===== src/ispc_pkg.sv =====
// Constants for the in-system flash programming controller
package ispc_pkg;
    // Register indices; byte address is four times the index
    localparam logic [7:0]  IDX_CHIP_CONTROL  = 8'h9F;
    localparam logic [7:0]  IDX_TRIGGER       = 8'hA4;
    localparam logic [7:0]  IDX_ADDR_LOW      = 8'hA6;
    localparam logic [7:0]  IDX_ADDR_HIGH     = 8'hA7;
    localparam logic [7:0]  IDX_FLASH_DATA    = 8'hAE;
    localparam logic [7:0]  IDX_COMMAND       = 8'hAF;
    localparam logic [7:0]  IDX_TIMED_ACCESS  = 8'hC7;
    localparam int          APB_ADDR_W        = 12;
    // Reset values
    localparam logic [7:0]  RST_COMMAND       = 8'h30;
    localparam logic [7:0]  RST_BYTE          = 8'h00;
    // Chip control field positions
    localparam int          CC_FAULT          = 6;
    localparam int          CC_LDR_UPD        = 5;
    localparam int          CC_BOOT_SEL       = 1;
    localparam int          CC_PROG_EN        = 0;
    localparam int          TRG_GO            = 0;
    // Command fields
    localparam int          CMD_AREA_HI       = 7;
    localparam int          CMD_AREA_LO       = 6;
    localparam int          CMD_OUT_EN        = 5;
    localparam int          CMD_CHIP_EN       = 4;
    // Operation codes
    localparam logic [3:0]  OP_READ           = 4'h0;
    localparam logic [3:0]  OP_PROGRAM        = 4'h1;
    localparam logic [3:0]  OP_PAGE_ERASE     = 4'h2;
    localparam logic [3:0]  OP_MAKER_CODE     = 4'hB;
    // Target areas
    localparam logic [1:0]  AREA_APP          = 2'b00;
    localparam logic [1:0]  AREA_LOADER       = 2'b01;
    localparam logic [1:0]  AREA_CONFIG       = 2'b11;
    // Page erase alignment: 128-byte pages
    localparam int          PAGE_BITS         = 7;
    // Timed-access unlock sequence
    localparam logic [7:0]  UNLOCK_FIRST      = 8'hAA;
    localparam logic [7:0]  UNLOCK_SECOND     = 8'h55;
    // Controller states
    typedef enum logic [1:0] {
        ST_IDLE  = 2'b00,
        ST_CHECK = 2'b01,
        ST_WAIT  = 2'b10,
        ST_END   = 2'b11
    } ispc_state_t;
    typedef enum logic [1:0] {
        UL_IDLE  = 2'b00,
        UL_FIRST = 2'b01,
        UL_OPEN  = 2'b10
    } ispc_unlock_t;
endpackage


===== src/ispc_ctrl.sv =====
// In-system flash programming controller with APB register access
`timescale 1ns/1ps
`default_nettype none
//////////////////////////////////////////////////////////////////////////////
// Contract
// Modify of application area while running from it sets fault.
// Loader modify from application code with update enable 0 sets fault.
// Any config byte access from application code sets fault.
// Loader code modifying loader area itself sets fault.
// Oversize address or run into external memory sets fault.
// Fault flag ignores writes of one, clears only by software.
// Update enable 0 keeps loader read-only to app; 1 gives full access.
// Written boot select picks boot area after later resets. Here arst_n reloads it with BOOT_RESET.
// Boot select reads the area actually booted from.
// Programming enable starts the RC oscillator; disable stops it.
// Software clears programming enable last to stop the oscillator.
// Command holds area bits, output and chip enables, operation code.
// Address bits 15:8 from high register, 7:0 from low register.
// Software writes data byte before triggering a program.
// Read result lands in flash data register by completion.
// Writing one to trigger starts the selected operation.
// CPU is stalled while the sequencer runs the operation.
// Stall is released when the operation completes.
// Trigger clears itself on completion and always reads zero.
// Chip control and trigger writes need the timed-access unlock.
// Programming enable one enables programming, zero disables it.
// Software writes 0xAA then 0x55 to timed access before protected write.
// Page erase clears a 128-byte page at an aligned address.
// Operation codes and area encodings as in the command table.
// On a violation no flash change; stall and trigger still end.
// Trigger while programming is disabled starts nothing, no stall.
module ispc_ctrl
    import ispc_pkg::*;
#(
    parameter int          APP_SIZE    = 16384,
    parameter int          LOADER_SIZE = 2048,
    parameter int          CONFIG_SIZE = 4,
    parameter logic [7:0]  MAKER_CODE  = 8'h3C,  // Arbitrary value
    parameter logic        BOOT_RESET  = 1'b0
)
(
    input  wire logic                  sys_clk,
    input  wire logic                  arst_n,
    input  wire logic                  psel,
    input  wire logic                  penable,
    input  wire logic                  pwrite,
    input  wire logic [APB_ADDR_W-1:0] paddr,
    input  wire logic [31:0]           pwdata,
    output logic      [31:0]           prdata,
    output logic                       pready,
    output logic                       pslverr,
    input  wire logic                  codeInLoader,
    input  wire logic                  runsExternal,
    input  wire logic                  bootedFromLoader,
    input  wire logic                  flashDone,
    input  wire logic [7:0]            flashRdData,
    output logic                       flashReq,
    output logic      [3:0]            flashOp,
    output logic      [1:0]            targetAreaSelect,
    output logic      [15:0]           flashAddr,
    output logic      [7:0]            flashWrData,
    output logic                       cpuStall,
    output logic                       rcOscEnable,
    output logic                       nextBootSelect
);
    //////////////////////////////////////////////////////////////////////////
    // Registers
    ispc_state_t state_r;
    ispc_state_t state_nxt;
    logic [7:0]  command_r;
    logic [7:0]  addrLow_r;
    logic [7:0]  addrHigh_r;
    logic [7:0]  flashData_r;
    logic        fault_r;
    logic        loaderUpdateEnable_r;
    logic        programEnable_r;
    logic        bootNext_r;
    logic        bootedFrom_r;
    logic        bootCaught_r;
    logic        pready_r;
    logic        pslverr_r;
    logic [31:0] prdata_r;
    logic        flashReq_r;
    logic        cpuStall_r;
    logic        unlocked;

    //////////////////////////////////////////////////////////////////////////
    // APB decode
    wire [APB_ADDR_W-3:0] regIdx = paddr[APB_ADDR_W-1:2];
    wire       setup    = psel && !penable;
    wire       wrStrobe = psel && penable && pwrite && pready_r && (paddr[1:0] == 2'b00);
    wire [7:0] wrByte   = pwdata[7:0];

    wire hitChip    = (regIdx == {2'b00, IDX_CHIP_CONTROL});
    wire hitTrigger = (regIdx == {2'b00, IDX_TRIGGER});
    wire hitLow     = (regIdx == {2'b00, IDX_ADDR_LOW});
    wire hitHigh    = (regIdx == {2'b00, IDX_ADDR_HIGH});
    wire hitData    = (regIdx == {2'b00, IDX_FLASH_DATA});
    wire hitCommand = (regIdx == {2'b00, IDX_COMMAND});
    wire hitUnlock  = (regIdx == {2'b00, IDX_TIMED_ACCESS});
    wire hitAny     = hitChip || hitTrigger || hitLow || hitHigh || hitData
                    || hitCommand || hitUnlock;
    wire aligned    = (paddr[1:0] == 2'b00);

    wire wrChip    = wrStrobe && hitChip && unlocked;
    wire wrTrigger = wrStrobe && hitTrigger && unlocked;

    ispc_unlock u_unlock (
        .sys_clk    (sys_clk),
        .arst_n     (arst_n),
        .wrStrobe   (wrStrobe),
        .wrToUnlock (hitUnlock),
        .wrData     (wrByte),
        .unlocked   (unlocked)
    );

    // Chip control read: reserved bits and reset request read zero
    wire [7:0] chipRead = {1'b0, fault_r, loaderUpdateEnable_r, 3'b000,
                           bootedFrom_r, programEnable_r};

    wire [7:0] readByte = hitChip    ? chipRead    :
                          hitLow     ? addrLow_r   :
                          hitHigh    ? addrHigh_r  :
                          hitData    ? flashData_r :
                          hitCommand ? command_r   : 8'h00;

    //////////////////////////////////////////////////////////////////////////
    // Command decode
    wire [1:0]  area      = command_r[CMD_AREA_HI:CMD_AREA_LO];
    wire [3:0]  opCode    = command_r[3:0];
    wire        chipOff   = command_r[CMD_CHIP_EN];
    wire [17:0] target    = {area, addrHigh_r, addrLow_r};
    wire        isModify  = (opCode == OP_PROGRAM) || (opCode == OP_PAGE_ERASE);
    wire        isRead    = (opCode == OP_READ);
    wire        isMaker   = (opCode == OP_MAKER_CODE);
    wire        isFlashOp = (isModify || isRead) && !chipOff;
    wire        inApp     = !codeInLoader;

    wire [16:0] offset17  = {1'b0, target[15:0]};
    wire        tooBig    = (area == AREA_APP)    ? (offset17 >= 17'(APP_SIZE))    :
                            (area == AREA_LOADER) ? (offset17 >= 17'(LOADER_SIZE)) :
                            (area == AREA_CONFIG) ? (offset17 >= 17'(CONFIG_SIZE)) :
                            1'b1;

    wire faultAppSelf  = (area == AREA_APP) && isModify && inApp;
    wire faultLoadLock = (area == AREA_LOADER) && isModify && inApp
                       && !loaderUpdateEnable_r;
    wire faultConfig   = (area == AREA_CONFIG) && (isModify || isRead) && inApp;
    wire faultLoadSelf = (area == AREA_LOADER) && isModify && codeInLoader;
    wire faultSize     = tooBig || runsExternal;
    wire violation     = isFlashOp && (faultAppSelf || faultLoadLock || faultConfig
                       || faultLoadSelf || faultSize);

    // Erase targets the page base
    wire [15:0] pageMask  = 16'hFFFF << PAGE_BITS;
    wire [15:0] opAddr    = (opCode == OP_PAGE_ERASE) ? (target[15:0] & pageMask)
                                                      : target[15:0];

    wire startOp   = wrTrigger && wrByte[TRG_GO] && programEnable_r
                   && (state_r == ST_IDLE);
    wire issueOp   = (state_r == ST_CHECK) && isFlashOp && !violation;
    wire setFault  = (state_r == ST_CHECK) && violation;
    wire readBack  = (state_r == ST_WAIT) && flashDone && isRead;
    wire makerBack = (state_r == ST_CHECK) && isMaker;

    //////////////////////////////////////////////////////////////////////////
    // Sequencer
    always_comb
    begin
        state_nxt = state_r;
        unique case (state_r)
            ST_IDLE:
                if (startOp)
                    state_nxt = ST_CHECK;
            ST_CHECK:
                if (issueOp)
                    state_nxt = ST_WAIT;
                else
                    state_nxt = ST_END;
            ST_WAIT:
                if (flashDone)
                    state_nxt = ST_END;
            ST_END:
                state_nxt = ST_IDLE;
        endcase
    end

    always_ff @(posedge sys_clk or negedge arst_n)
    begin
        if (!arst_n)
            state_r <= ST_IDLE;
        else
            state_r <= state_nxt;
    end

    // Stall from the trigger until the end state
    always_ff @(posedge sys_clk or negedge arst_n)
    begin
        if (!arst_n)
            cpuStall_r <= 1'b0;
        else if (startOp)
            cpuStall_r <= 1'b1;
        else if (state_r == ST_END)
            cpuStall_r <= 1'b0;
    end

    // Flash request pulse; no request on a violation
    always_ff @(posedge sys_clk or negedge arst_n)
    begin
        if (!arst_n)
            flashReq_r <= 1'b0;
        else
            flashReq_r <= issueOp;
    end

    //////////////////////////////////////////////////////////////////////////
    // Software-visible registers
    always_ff @(posedge sys_clk or negedge arst_n)
    begin
        if (!arst_n)
        begin
            command_r  <= RST_COMMAND;
            addrLow_r  <= RST_BYTE;
            addrHigh_r <= RST_BYTE;
        end
        else if (wrStrobe)
        begin
            if (hitCommand)
                command_r <= wrByte;
            if (hitLow)
                addrLow_r <= wrByte;
            if (hitHigh)
                addrHigh_r <= wrByte;
        end
    end

    // Hardware result wins over a software write in the same cycle
    always_ff @(posedge sys_clk or negedge arst_n)
    begin
        if (!arst_n)
            flashData_r <= RST_BYTE;
        else if (readBack)
            flashData_r <= flashRdData;
        else if (makerBack)
            flashData_r <= MAKER_CODE;
        else if (wrStrobe && hitData)
            flashData_r <= wrByte;
    end

    // Fault: set wins over clear; a write of one does nothing
    always_ff @(posedge sys_clk or negedge arst_n)
    begin
        if (!arst_n)
            fault_r <= 1'b0;
        else if (setFault)
            fault_r <= 1'b1;
        else if (wrChip && !wrByte[CC_FAULT])
            fault_r <= 1'b0;
    end

    always_ff @(posedge sys_clk or negedge arst_n)
    begin
        if (!arst_n)
        begin
            loaderUpdateEnable_r <= 1'b0;
            programEnable_r      <= 1'b0;
            bootNext_r           <= BOOT_RESET;
        end
        else if (wrChip)
        begin
            loaderUpdateEnable_r <= wrByte[CC_LDR_UPD];
            programEnable_r      <= wrByte[CC_PROG_EN];
            bootNext_r           <= wrByte[CC_BOOT_SEL];
        end
    end

    // Boot area caught once, on the first edge after reset release
    always_ff @(posedge sys_clk or negedge arst_n)
    begin
        if (!arst_n)
        begin
            bootedFrom_r <= 1'b0;
            bootCaught_r <= 1'b0;
        end
        else if (!bootCaught_r)
        begin
            bootedFrom_r <= bootedFromLoader;
            bootCaught_r <= 1'b1;
        end
    end

    //////////////////////////////////////////////////////////////////////////
    // APB answer: ready in the first access cycle
    always_ff @(posedge sys_clk or negedge arst_n)
    begin
        if (!arst_n)
        begin
            pready_r  <= 1'b0;
            pslverr_r <= 1'b0;
            prdata_r  <= 32'h0000_0000;
        end
        else if (setup)
        begin
            pready_r  <= 1'b1;
            pslverr_r <= !(hitAny && aligned);
            prdata_r  <= {24'h00_0000, (hitAny && aligned) ? readByte : 8'h00};
        end
        else
        begin
            pready_r  <= 1'b0;
            pslverr_r <= 1'b0;
        end
    end

    //////////////////////////////////////////////////////////////////////////
    // Outputs
    assign prdata           = prdata_r;
    assign pready           = pready_r;
    assign pslverr          = pslverr_r;
    assign flashReq         = flashReq_r;
    assign flashOp          = command_r[3:0];
    assign targetAreaSelect = command_r[CMD_AREA_HI:CMD_AREA_LO];
    assign flashAddr        = opAddr;
    assign flashWrData      = flashData_r;
    assign cpuStall         = cpuStall_r;
    assign rcOscEnable      = programEnable_r;
    assign nextBootSelect   = bootNext_r;
endmodule
`default_nettype wire


===== src/ispc_unlock.sv =====
// Timed-access unlock tracker for protected registers
`timescale 1ns/1ps
`default_nettype none
module ispc_unlock
    import ispc_pkg::*;
(
    input  wire logic       sys_clk,
    input  wire logic       arst_n,
    input  wire logic       wrStrobe,
    input  wire logic       wrToUnlock,
    input  wire logic [7:0] wrData,
    output logic            unlocked
);
    ispc_unlock_t state_r;
    ispc_unlock_t state_nxt;

    wire gotFirst  = wrToUnlock && (wrData == UNLOCK_FIRST);
    wire gotSecond = wrToUnlock && (wrData == UNLOCK_SECOND) && (state_r == UL_FIRST);

    // Any other write closes the window, so one unlock covers one write
    always_comb
    begin
        state_nxt = state_r;
        if (wrStrobe)
        begin
            if (gotSecond)
                state_nxt = UL_OPEN;
            else if (gotFirst)
                state_nxt = UL_FIRST;
            else
                state_nxt = UL_IDLE;
        end
    end

    always_ff @(posedge sys_clk or negedge arst_n)
    begin
        if (!arst_n)
            state_r <= UL_IDLE;
        else
            state_r <= state_nxt;
    end

    assign unlocked = (state_r == UL_OPEN);
endmodule
`default_nettype wire


===== config.mk =====
export PLATFORM = sky130hd
export DESIGN_NAME = ispc_ctrl
export DESIGN_NICKNAME = d
export VERILOG_FILES = /design/src/ispc_pkg.sv /design/src/ispc_ctrl.sv /design/src/ispc_unlock.sv
export SDC_FILE = /design/constraint.sdc
export NUM_CORES = 1
export LEC_CHECK = 0
export BUFFER_PORTS_ARGS = -buffer_cell sky130_fd_sc_hd__buf_2
export CORE_ASPECT_RATIO = 0.8
export CORE_MARGIN = 2
export CORE_UTILIZATION = 44
export DETAILED_ROUTE_END_ITERATION = 10
export PLACE_DENSITY = 0.76
export REMOVE_ABC_BUFFERS = 1
export SYNTH_ARGS = -nofsm -noshare
export SYNTH_HDL_FRONTEND = slang
export SYNTH_SLANG_ARGS = --single-unit
export TNS_END_PERCENT = 30

===== constraint.sdc =====
create_clock -name sys_clk -period 1.76 [get_ports sys_clk]
set_input_delay 0.44 -clock sys_clk [delete_from_list [all_inputs] [get_ports sys_clk]]
set_output_delay 0.44 -clock sys_clk [all_outputs]
set_load 0.1 [all_outputs]

==> summary.txt, run 1 <==
Synthesis
  • Synthesized area per cell: between 10 and 15 um2
  • Async S/R FF share, synth: 100%
  • Count of different cell masters after synthesis: 53
  • Synth Area in XOR/XNOR: 0%
  • Warnings, synthesis: 0
  • Post-Synth Simple-Gate Area: 18.4%
  • Mux cell area share after synthesis: 15.9%
  • Cell Area, Synth: 3160 um2
  • #FFs+latches synth: 54
  • Synth Flop Type: dfrtp_1
  • Register area share after synthesis: 42.9%
  • Post-synthesis compound-gate area fraction: 10.3%
  • Syn Inst Count: 283
  • Post-Synth Adder-Cell Area: under 10%
  • Largest family of logic cells by synthesized area: simple AND/OR/NAND/NOR gates
  • Post-synth EDFFs: 0

Die
  • DIE AREA: 7870 um2
  • Row cnt: 27
  • I/O pin total: about 130
  • Die width: 98.7 um
  • Starting Density: 45.6%
  • Die height: between 70 and 80 um
  • Core region area: 6930 um2

Power
  • Reg power frac: about 45%
  • Pwr Density: 672 nW/um2
  • Combinational share of power: 18.2%
  • VDD IR max: 0.000368 V
  • Sw frac: 29.8%
  • Internal: around 2.0 mW
  • Leak: 2.18 nW
  • Clock power frac: 36.8%
  • Net Switching: 0.832 mW

Placement
  • I/O Buffers: 80
  • Placed wire-length estimate after detailed placement: 6340 um
  • Gpl congestion: around 0.86
  • Placed Instance Area: 3870 um2
  • Placed insts: around 490

Global routing
  • Gr usage total: 21.6%
  • Antenna violations before repair: 0
  • GRT overflow: 0
  • Vias in the first global route: about 2500
  • Global-route wire length before repair: between 10000 and 15000 um
  • Largest net degree at the start of global routing: 55

Run status
  • Failing checks: negative setup slack
  • Status: complete, but fails checks

Finish
  • Final nets: about 480
  • FILL cells: 575
  • Layout cell share with drive strength beyond 1: between 40 and 50%
  • Fin cells: 498
  • Design Area, Final: 4160 um2
  • Syn-to-layout area delta: 31.8%
  • Diode count: 0
  • Final core occ: 60.1%

Worst setup path
  • Cell chain of the critical path: nor4b_2 > buf_4 > nor2b_1 > buf_6
  • CP Data Arrival Time: 1.45 ns
  • Max incr delay on CP: roughly 0.40 ns
  • Critical path startpoint category: flop
  • Critical Path Fanout Max: 7
  • Worst setup EP type: output pin
  • Crit path buffers/inverters: 2
  • Worst Setup Path Type: flop to output pin
  • Req. time, crit path: 1.32 ns
  • CP top delay family: flip-flops
  • CP max stage cell: dfrtp_1

Timing
  • Setup violations, final: 11
  • Crit share post-route: 107%
  • Tmin final: 1.89 ns
  • Setup Skew: about 0.009 ns
  • Min setup slack post-route: -0.128 ns
  • Final Hold Fails: 0
  • FMAX: about 530 MHz
  • RSZ-0062 raised after global routing: yes
  • Max-slew violation count: 0

Clock tree
  • Clk_lat worst skew: between 0.3 and 0.4 ns
  • CTS tree: yes
  • Root Buffer Master: clkbuf_8
  • # clock sinks: 54
  • Reg clk slew, reported paths: ~0.1 ns
  • H-tree levels: 2
  • CTS Buf Count: 5
  • CTS Buffer Depth: 2

Drt
  • Remaining antenna violation count: 0
  • Via count of the routed design: 2567
  • Via density: about 5
  • First-pass iteration count of the detailed router: 4
  • # DRC: 0
  • Initial detailed-routing violation count: around 100
  • Post-Route WL: 8210 um
  • Wire per inst: roughly 16 um

Min path
  • Type of the worst min-delay path: input pin to asynchronous set/reset pin

Flow run
  • Max cap viols: 0
-- power by group through the flow --
stage / combinational, mW / sequential [mW] / clock (mW)
final: 0.508 / 1.26 / 1.03
after global routing: 0.535 / 1.26 / 1.10
after CTS: 0.508 / 1.26 / 1.04
after detailed placement: 0.505 / 1.28 / 0
after global placement: 0.501 / 1.28 / 0
after floorplan: 0.286 / 1.33 / 0
-- state kept, by name, indices dropped and copies added, names as in the netlist --
signal / cells
addrHigh_r: 8
addrLow_r: 8
command_r: 8
flashWrData: 8
prdata: 8
state_r: 2
u_unlock.state_r: 2
bootCaught_r: 1
bootedFrom_r: 1
cpuStall: 1
fault_r: 1
flashReq: 1
loaderUpdateEnable_r: 1
nextBootSelect: 1
pready: 1
pslverr: 1
rcOscEnable: 1
-- path summary, 6_finish.rpt --
check | cells after the start | from | slack (ns) | to
setup / recovery | 4 | command_r[3] | -0.13 | flashAddr[0]
hold / removal | 2 | arst_n | 0.10 | state_r[1]
setup reg to reg | 5 | u_unlock.state_r[0] | -0.11 | state_r[0]
hold reg to reg | 2 | prdata[3] | 0.49 | prdata[3]
max in group asynchronous | 2 | arst_n | 1.37 | command_r[5]
min in group sys_clk | 2 | bootedFromLoader | 0.35 | bootedFrom_r
-- through the flow --
stage / worst slack [ns] / hold WS, ns / total power [mW] / setup TNS (ns)
global placement: -0.355 / 0.455 / 1.78 / -12.19
CTS: -0.115 / 0.113 / 2.81 / -0.884
global route: -0.205 / 0.114 / 2.89 / -2.67
detailed placement: -0.403 / 0.458 / 1.79 / -13.07
floorplan: -1.33 / 0.144 / 1.62 / -33.87
finish: -0.128 / 0.104 / 2.80 / -0.994
-- what timing repair did --
item	CTS	global route
gates resized for setup	24	9
setup endpoints to repair	38	43
buffers inserted	1	4
hold buffers	0	0
cloned	0	0
pin swaps	3	3
-- cell type report --
cell class / count / area, um2 / area share, %
clock buffers: 6 / 82.6 / 1.98
clock inverters: 2 / 60.1 / 1.44
inverters: 16 / 60.1 / 1.44
multi-input cells: 200 / 1610 / 38.6
flip-flops and latches: 54 / 1350 / 32.5
well taps: 87 / 109 / 2.62
repair buffers: 133 / 890 / 21.4
-- cells in the final DEF (no fill, tap or decap), types with 3 or more instances in the layout --
cell,n
a221o_1,3
a22o_1,9
and3_1,4
buf_12,4
buf_2,71
buf_4,51
buf_6,5
clkbuf_8,6
conb_1,25
dfrtp_1,52
ha_1,5
inv_1,16
mux2_2,30
mux2i_1,4
mux4_2,5
nand2_1,17
nand3_1,4
nand4_1,5
nor2_1,12
nor2b_1,9
nor3_1,4
nor4bb_1,3
o21ai_0,9
o221ai_1,3
o22ai_1,4
-- cells by family after synthesis --
group                      count (synthesis)
DFF                                       54
buffers and inverters                     52
other                                      2
AOI/OAI and AO/OA                         43
and+or+nand+nor                           87
muxes                                     40
adders and majority gates                  5
-- worst register-to-register path, stage by stage, from the launching register on --
cell and delay, ns:
dfrtp_1 0.40, or4b_4 0.51, nor4_4 0.19, a31oi_1 0.16, or3_1 0.33, o22a_1 0.18
-- metal layers --
layer  global-route usage, %  vias to the layer above  share of wire, %
li1                        -                     1226                 -
met1                    29.9                     1222                46
met2                    33.9                      105                46
met3                    5.60                       14               7.3
met4                    6.16                        0               1.5
met5                       0                        -                 0
-- Yosys cell counts, drive strengths merged (4+ instances only) --
cell type | n | share of area, %
inv | 16 | 1.9
a22o | 9 | 2.5
o21ai | 12 | 1.9
mux2i | 4 | 1.3
nor2b | 12 | 2.4
nand3 | 6 | 1.7
ha | 5 | 2.0
mux2 | 31 | 11
dfrtp | 52 | 41
nor3 | 6 | 1.7
nor2 | 13 | 1.8
and3 | 4 | 0.79
mux4 | 5 | 3.6
nand4 | 6 | 1.4
nand2 | 17 | 2.0
buf | 34 | 8.2
o22ai | 4 | 0.79
No activity file was read; power rests on OpenSTA's default activity.
==> run 2: changes to the inputs <==
RECOVER_POWER = 100   (was default)
SETUP_SLACK_MARGIN = 0.2   (was default)
==> summary.txt, run 2 (same netlist as run 1, synthesis figures left out) <==
Run status
  • Status: complete, but fails checks
  • Failing checks: negative setup slack

Worst setup path
  • Critical Path Fanout Max: 7
  • Critical path startpoint category: flop
  • Worst Setup Path Type: flop to output pin
  • Req. time, crit path: between 1 and 1.5 ns
  • Worst setup EP type: output pin
  • CP Data Arrival Time: 1.45 ns

Finish
  • Commonest non-fill, non-tap cell in the layout: dfrtp_1
  • Design Area, Final: 4180 um2
  • Final nets: 476
  • Syn-to-layout area delta: 32.3%
  • Leading cell types in the layout, fill and taps excluded: 52 x dfrtp_1, 46 x buf_2, 44 x buf_4, 25 x conb_1, 24 x clkbuf_2
  • Diode count: 0
  • Layout cell share with drive strength beyond 1: approximately half

Flow run
  • Max cap viols: 0

Placement
  • Placed wire-length estimate after detailed placement: around 6300 um
  • I/O Buffers: 80
  • Gpl congestion: 0.856
  • Placed Instance Area: ~3900 um2
  • Worst slack, placed: -0.403 ns

Die
  • Row cnt: 27
  • Die height: 79.8 um
  • Starting Density: 45.6%
  • DIE AREA: 7870 um2
  • Die width: 98.7 um
  • Core region area: around 6900 um2
  • I/O pin total: 129

Power
  • Total power: 2.79 mW
  • Leak: 2.16 nW
  • VDD IR max: ~0.00036 V
  • Pwr Density: 668 nW/um2

Drt
  • Post-Route WL: 8510 um
  • Initial detailed-routing violation count: 115
  • First-pass iteration count of the detailed router: 4
  • Wire per inst: 17.1 um
  • Via density: 5.23
  • Via count of the routed design: approximately 2600
  • Remaining antenna violation count: 0
  • # DRC: 0

Clock tree
  • Clk_lat worst skew: 0.32 ns
  • Reg clk slew, reported paths: 0.10 ns
  • Hold-fix buffers, CTS: 0
  • H-tree levels: 2
  • CTS Buf Count: 5
  • CTS Buffer Depth: 2
  • Root Buffer Master: clkbuf_8
  • CTS tree: yes
  • # clock sinks: between 50 and 60

Global routing
  • Gr usage total: 22.4%
  • Antenna violations before repair: 0
  • Vias in the first global route: 2587
  • GRT overflow: 0
  • Largest net degree at the start of global routing: 55
  • Global-route wire length before repair: about 14000 um

Timing
  • Setup violations, final: 33
  • FMAX: ~530 MHz
  • Tmin final: 1.89 ns
  • Min setup slack post-route: -0.129 ns
  • Max-slew violation count: 0
  • RSZ-0062 raised after global routing: yes
  • Worst-Margin Slew: 1.35 ns
  • Setup Skew: 0.0104 ns
  • Final Hold Fails: 0
  • Slew headroom: 10.1%
  • Crit share post-route: 107%

Min path
  • Type of the worst min-delay path: input pin to flop
[run 2: cell count changes in the layout (fill, tap and decap cells not counted), moves of 4 or more]
cell      previous run  this run
buf_2               71        46
clkbuf_2             0        24
mux2_2              30        22
mux2_4               1         9
buf_4               51        44
clkbuf_4             2         6
[run 2: where the power goes]
group	switching [mW]	internal (mW)	total, mW
Combinational	0.404	0.102	0.506
Sequential	0.00764	1.25	1.26
Clock	0.420	0.607	1.03
[run 2: final cells by class]
type | instances | area [um2]
tap | 87 | 109
multi-input combinational | 200 | 1640
clock inverter | 2 | 60.1
inverter | 16 | 60.1
sequential | 54 | 1350
fill | 585 | 2750
clock buffer | 6 | 82.6
timing repair buffer | 133 | 876
[run 2: metal layers]
| metal | up-vias | track usage [%] | wire, um |
|---|---|---|---|
| li1 | 1236 | - | - |
| met1 | 1246 | 31.0 | 3790 |
| met2 | 113 | 35.6 | 3960 |
| met3 | 12 | 5.08 | 652 |
| met4 | 0 | 6.30 | 116 |
| met5 | - | 0 | 0 |
[run 2: worst paths after layout]
| check | end | slack [ns] | depth (start not counted) | startpoint |
|---|---|---|---|---|
| min in group asynchronous | u_unlock.state_r[0] | 0.50 | 2 | arst_n |
| min reg2reg | prdata[3] | 0.49 | 2 | prdata[3] |
| min | bootedFrom_r | 0.35 | 2 | bootedFromLoader |
| max reg2reg | state_r[0] | -0.12 | 5 | u_unlock.state_r[0] |
| max in group asynchronous | prdata[2] | 0.45 | 2 | arst_n |
| max | flashAddr[0] | -0.13 | 4 | command_r[3] |
[run 2: critical path, stage by stage (launching register included)]
cell and delay (ns):
dfrtp_1 0.40, nor4b_2 0.27, buf_4 0.20, nor2b_1 0.07, buf_6 0.18
[run 2: timing repair]
action                     in CTS  in global routing
buffers inserted                4                  1
setup endpoints to repair      78                 68
cloned                          0                  0
gates resized for setup        65                 26
pin swaps                       7                  1
[run 2: stage by stage]
stage          setup TNS [ns]  utilization (%)  cells  hold WS (ns)
3_5_place_dp           -13.07             55.9    485         0.458
4_1_cts                -0.987             61.4    497         0.113
6_report                -2.73             60.3    498         0.354
5_1_grt                 -5.73             60.3    498         0.350
2_1_floorplan          -33.87                -    270         0.144
3_3_place_gp           -12.19             55.9    485         0.455
==> run 3: changes to the inputs <==
RECOVER_POWER = default   (was 100)
==> summary.txt, run 3 (same netlist as run 1, synthesis figures left out) <==
Worst setup path
  • Critical path startpoint category: flop
  • Cell chain of the critical path: nor4b_2 > buf_4 > nor2b_1 > buf_6
  • Critical Path Fanout Max: 7
  • Worst setup EP type: output pin
  • Worst Setup Path Type: flop to output pin
  • CP Data Arrival Time: 1.45 ns
  • CP max stage cell: dfrtp_1
  • Req. time, crit path: 1.32 ns
  • Max incr delay on CP: 0.40 ns

Global routing
  • GRT overflow: 0
  • Global-route wire length before repair: 13500 um
  • M2 GR Usage: 35.6%
  • Vias in the first global route: 2587
  • Antenna violations before repair: 0
  • Gr usage total: 22.4%
  • Met3 Use GR: 5.08%
  • GRT Max-Usage Layer: met2
  • Largest net degree at the start of global routing: 55
  • Met1 Use GR: 31.0%

Timing
  • Tmin final: roughly 1.9 ns
  • Max-slew violation count: 0
  • FMAX: 528 MHz
  • Setup Skew: 0.0127 ns
  • Worst hold slack: 0.106 ns
  • Min setup slack post-route: -0.134 ns
  • Final Hold Fails: 0
  • Setup violations, final: 22
  • Setup TNS: -1.13 ns
  • RSZ-0062 raised after global routing: yes
  • Crit share post-route: 108%

Clock tree
  • H-tree levels: 2
  • CTS Buf Count: 5
  • Hold-fix buffers, CTS: 0
  • Root Buffer Master: clkbuf_8
  • Clk_lat worst skew: 0.32 ns
  • # clock sinks: 54
  • CTS Buffer Depth: 2
  • CTS tree: yes
  • Reg clk slew, reported paths: 0.10 ns

Power
  • Pwr Density: 646 nW/um2
  • Total power: 2.80 mW
  • VDD IR max: 0.000362 V
  • Leak: 2.22 nW

Finish
  • Syn-to-layout area delta: 37.4%
  • Design Area, Final: 4340 um2
  • Final core occ: 62.6%
  • Fin cells: 498
  • Final nets: 476
  • Commonest non-fill, non-tap cell in the layout: buf_4
  • Leading cell types in the layout, fill and taps excluded: 68 x buf_4, 52 x dfrtp_1, 39 x buf_2, 25 x conb_1, 22 x mux2_2
  • Diode count: 0
  • Layout cell share with drive strength beyond 1: 49.6%

Placement
  • Placed wire-length estimate after detailed placement: approximately 6300 um
  • Placed insts: 485
  • Placed Instance Area: 3870 um2
  • Gpl congestion: 0.856
  • Worst slack, placed: -0.403 ns
  • I/O Buffers: 80

Run status
  • Status: complete, but fails checks
  • Failing checks: negative setup slack

Die
  • Die width: 98.7 um
  • Die height: 79.8 um
  • Row cnt: 27
  • DIE AREA: a little under 8000 um2
  • Starting Density: about 46%
  • Core region area: 6930 um2
  • I/O pin total: 129

Flow run
  • Max cap viols: 0

Drt
  • Via density: 5.30
  • # DRC: 0
  • Via count of the routed design: 2637
  • First-pass iteration count of the detailed router: 4
  • Wire per inst: 17.1 um
  • Post-Route WL: 8510 um
  • Initial detailed-routing violation count: 140
  • Remaining antenna violation count: 0

Min path
  • Type of the worst min-delay path: input pin to asynchronous set/reset pin
run 3: changes by cell type in the layout (fill, tap and decap cells not counted), sizes merged:
cell and delta:
buf +23, clkbuf -23
run 3: per-layer routing:
layer  routed length [um]  up-vias  share of wire, %
met1                 3690     1264                43
li1                     -     1236                 -
met3                  741       12               8.7
met4                  113        0               1.3
met2                 3960      125                47
met5                    0        -                 0
run 3: where the power goes:
group | internal [mW] | switching (mW) | total [mW]
logic | 0.112 | 0.406 | 0.518
registers | 1.25 | 0.00791 | 1.26
clock network | 0.607 | 0.417 | 1.02
total | 1.97 | 0.832 | 2.80
run 3: final timing paths:
| check | slack [ns] | to | from | depth (start not counted) |
|---|---|---|---|---|
| max reg2reg | -0.11 | state_r[0] | u_unlock.state_r[0] | 5 |
| min reg2reg | 0.49 | prdata[3] | prdata[3] | 2 |
| min in group sys_clk | 0.36 | bootedFrom_r | bootedFromLoader | 2 |
| max | -0.13 | flashAddr[0] | command_r[3] | 4 |
| min | 0.11 | state_r[1] | arst_n | 2 |
| max in group asynchronous | 1.36 | command_r[5] | arst_n | 2 |
run 3: worst max-delay path: cells and delay by family (launching register included):
family,cells,cell delay (ns)
DFF,1,0.40
buffers and inverters,2,0.38
and+or+nand+nor,2,0.34
run 3: final cells by class:
class / instances / area, um2
flip-flops and latches: 54 / 1350
repair buffers: 133 / 1010
clock inverters: 2 / 60.1
clock buffers: 6 / 82.6
multi-input cells: 200 / 1660
inverters: 16 / 60.1
well taps: 87 / 109
fillers: 559 / 2590
run 3: timing repair:
item	CTS	global route
cloned	0	0
endpoints found under the setup margin	78	68
pin swaps	7	1
hold endpoints to repair	0	0
buffers inserted	4	1
resized for setup	65	26
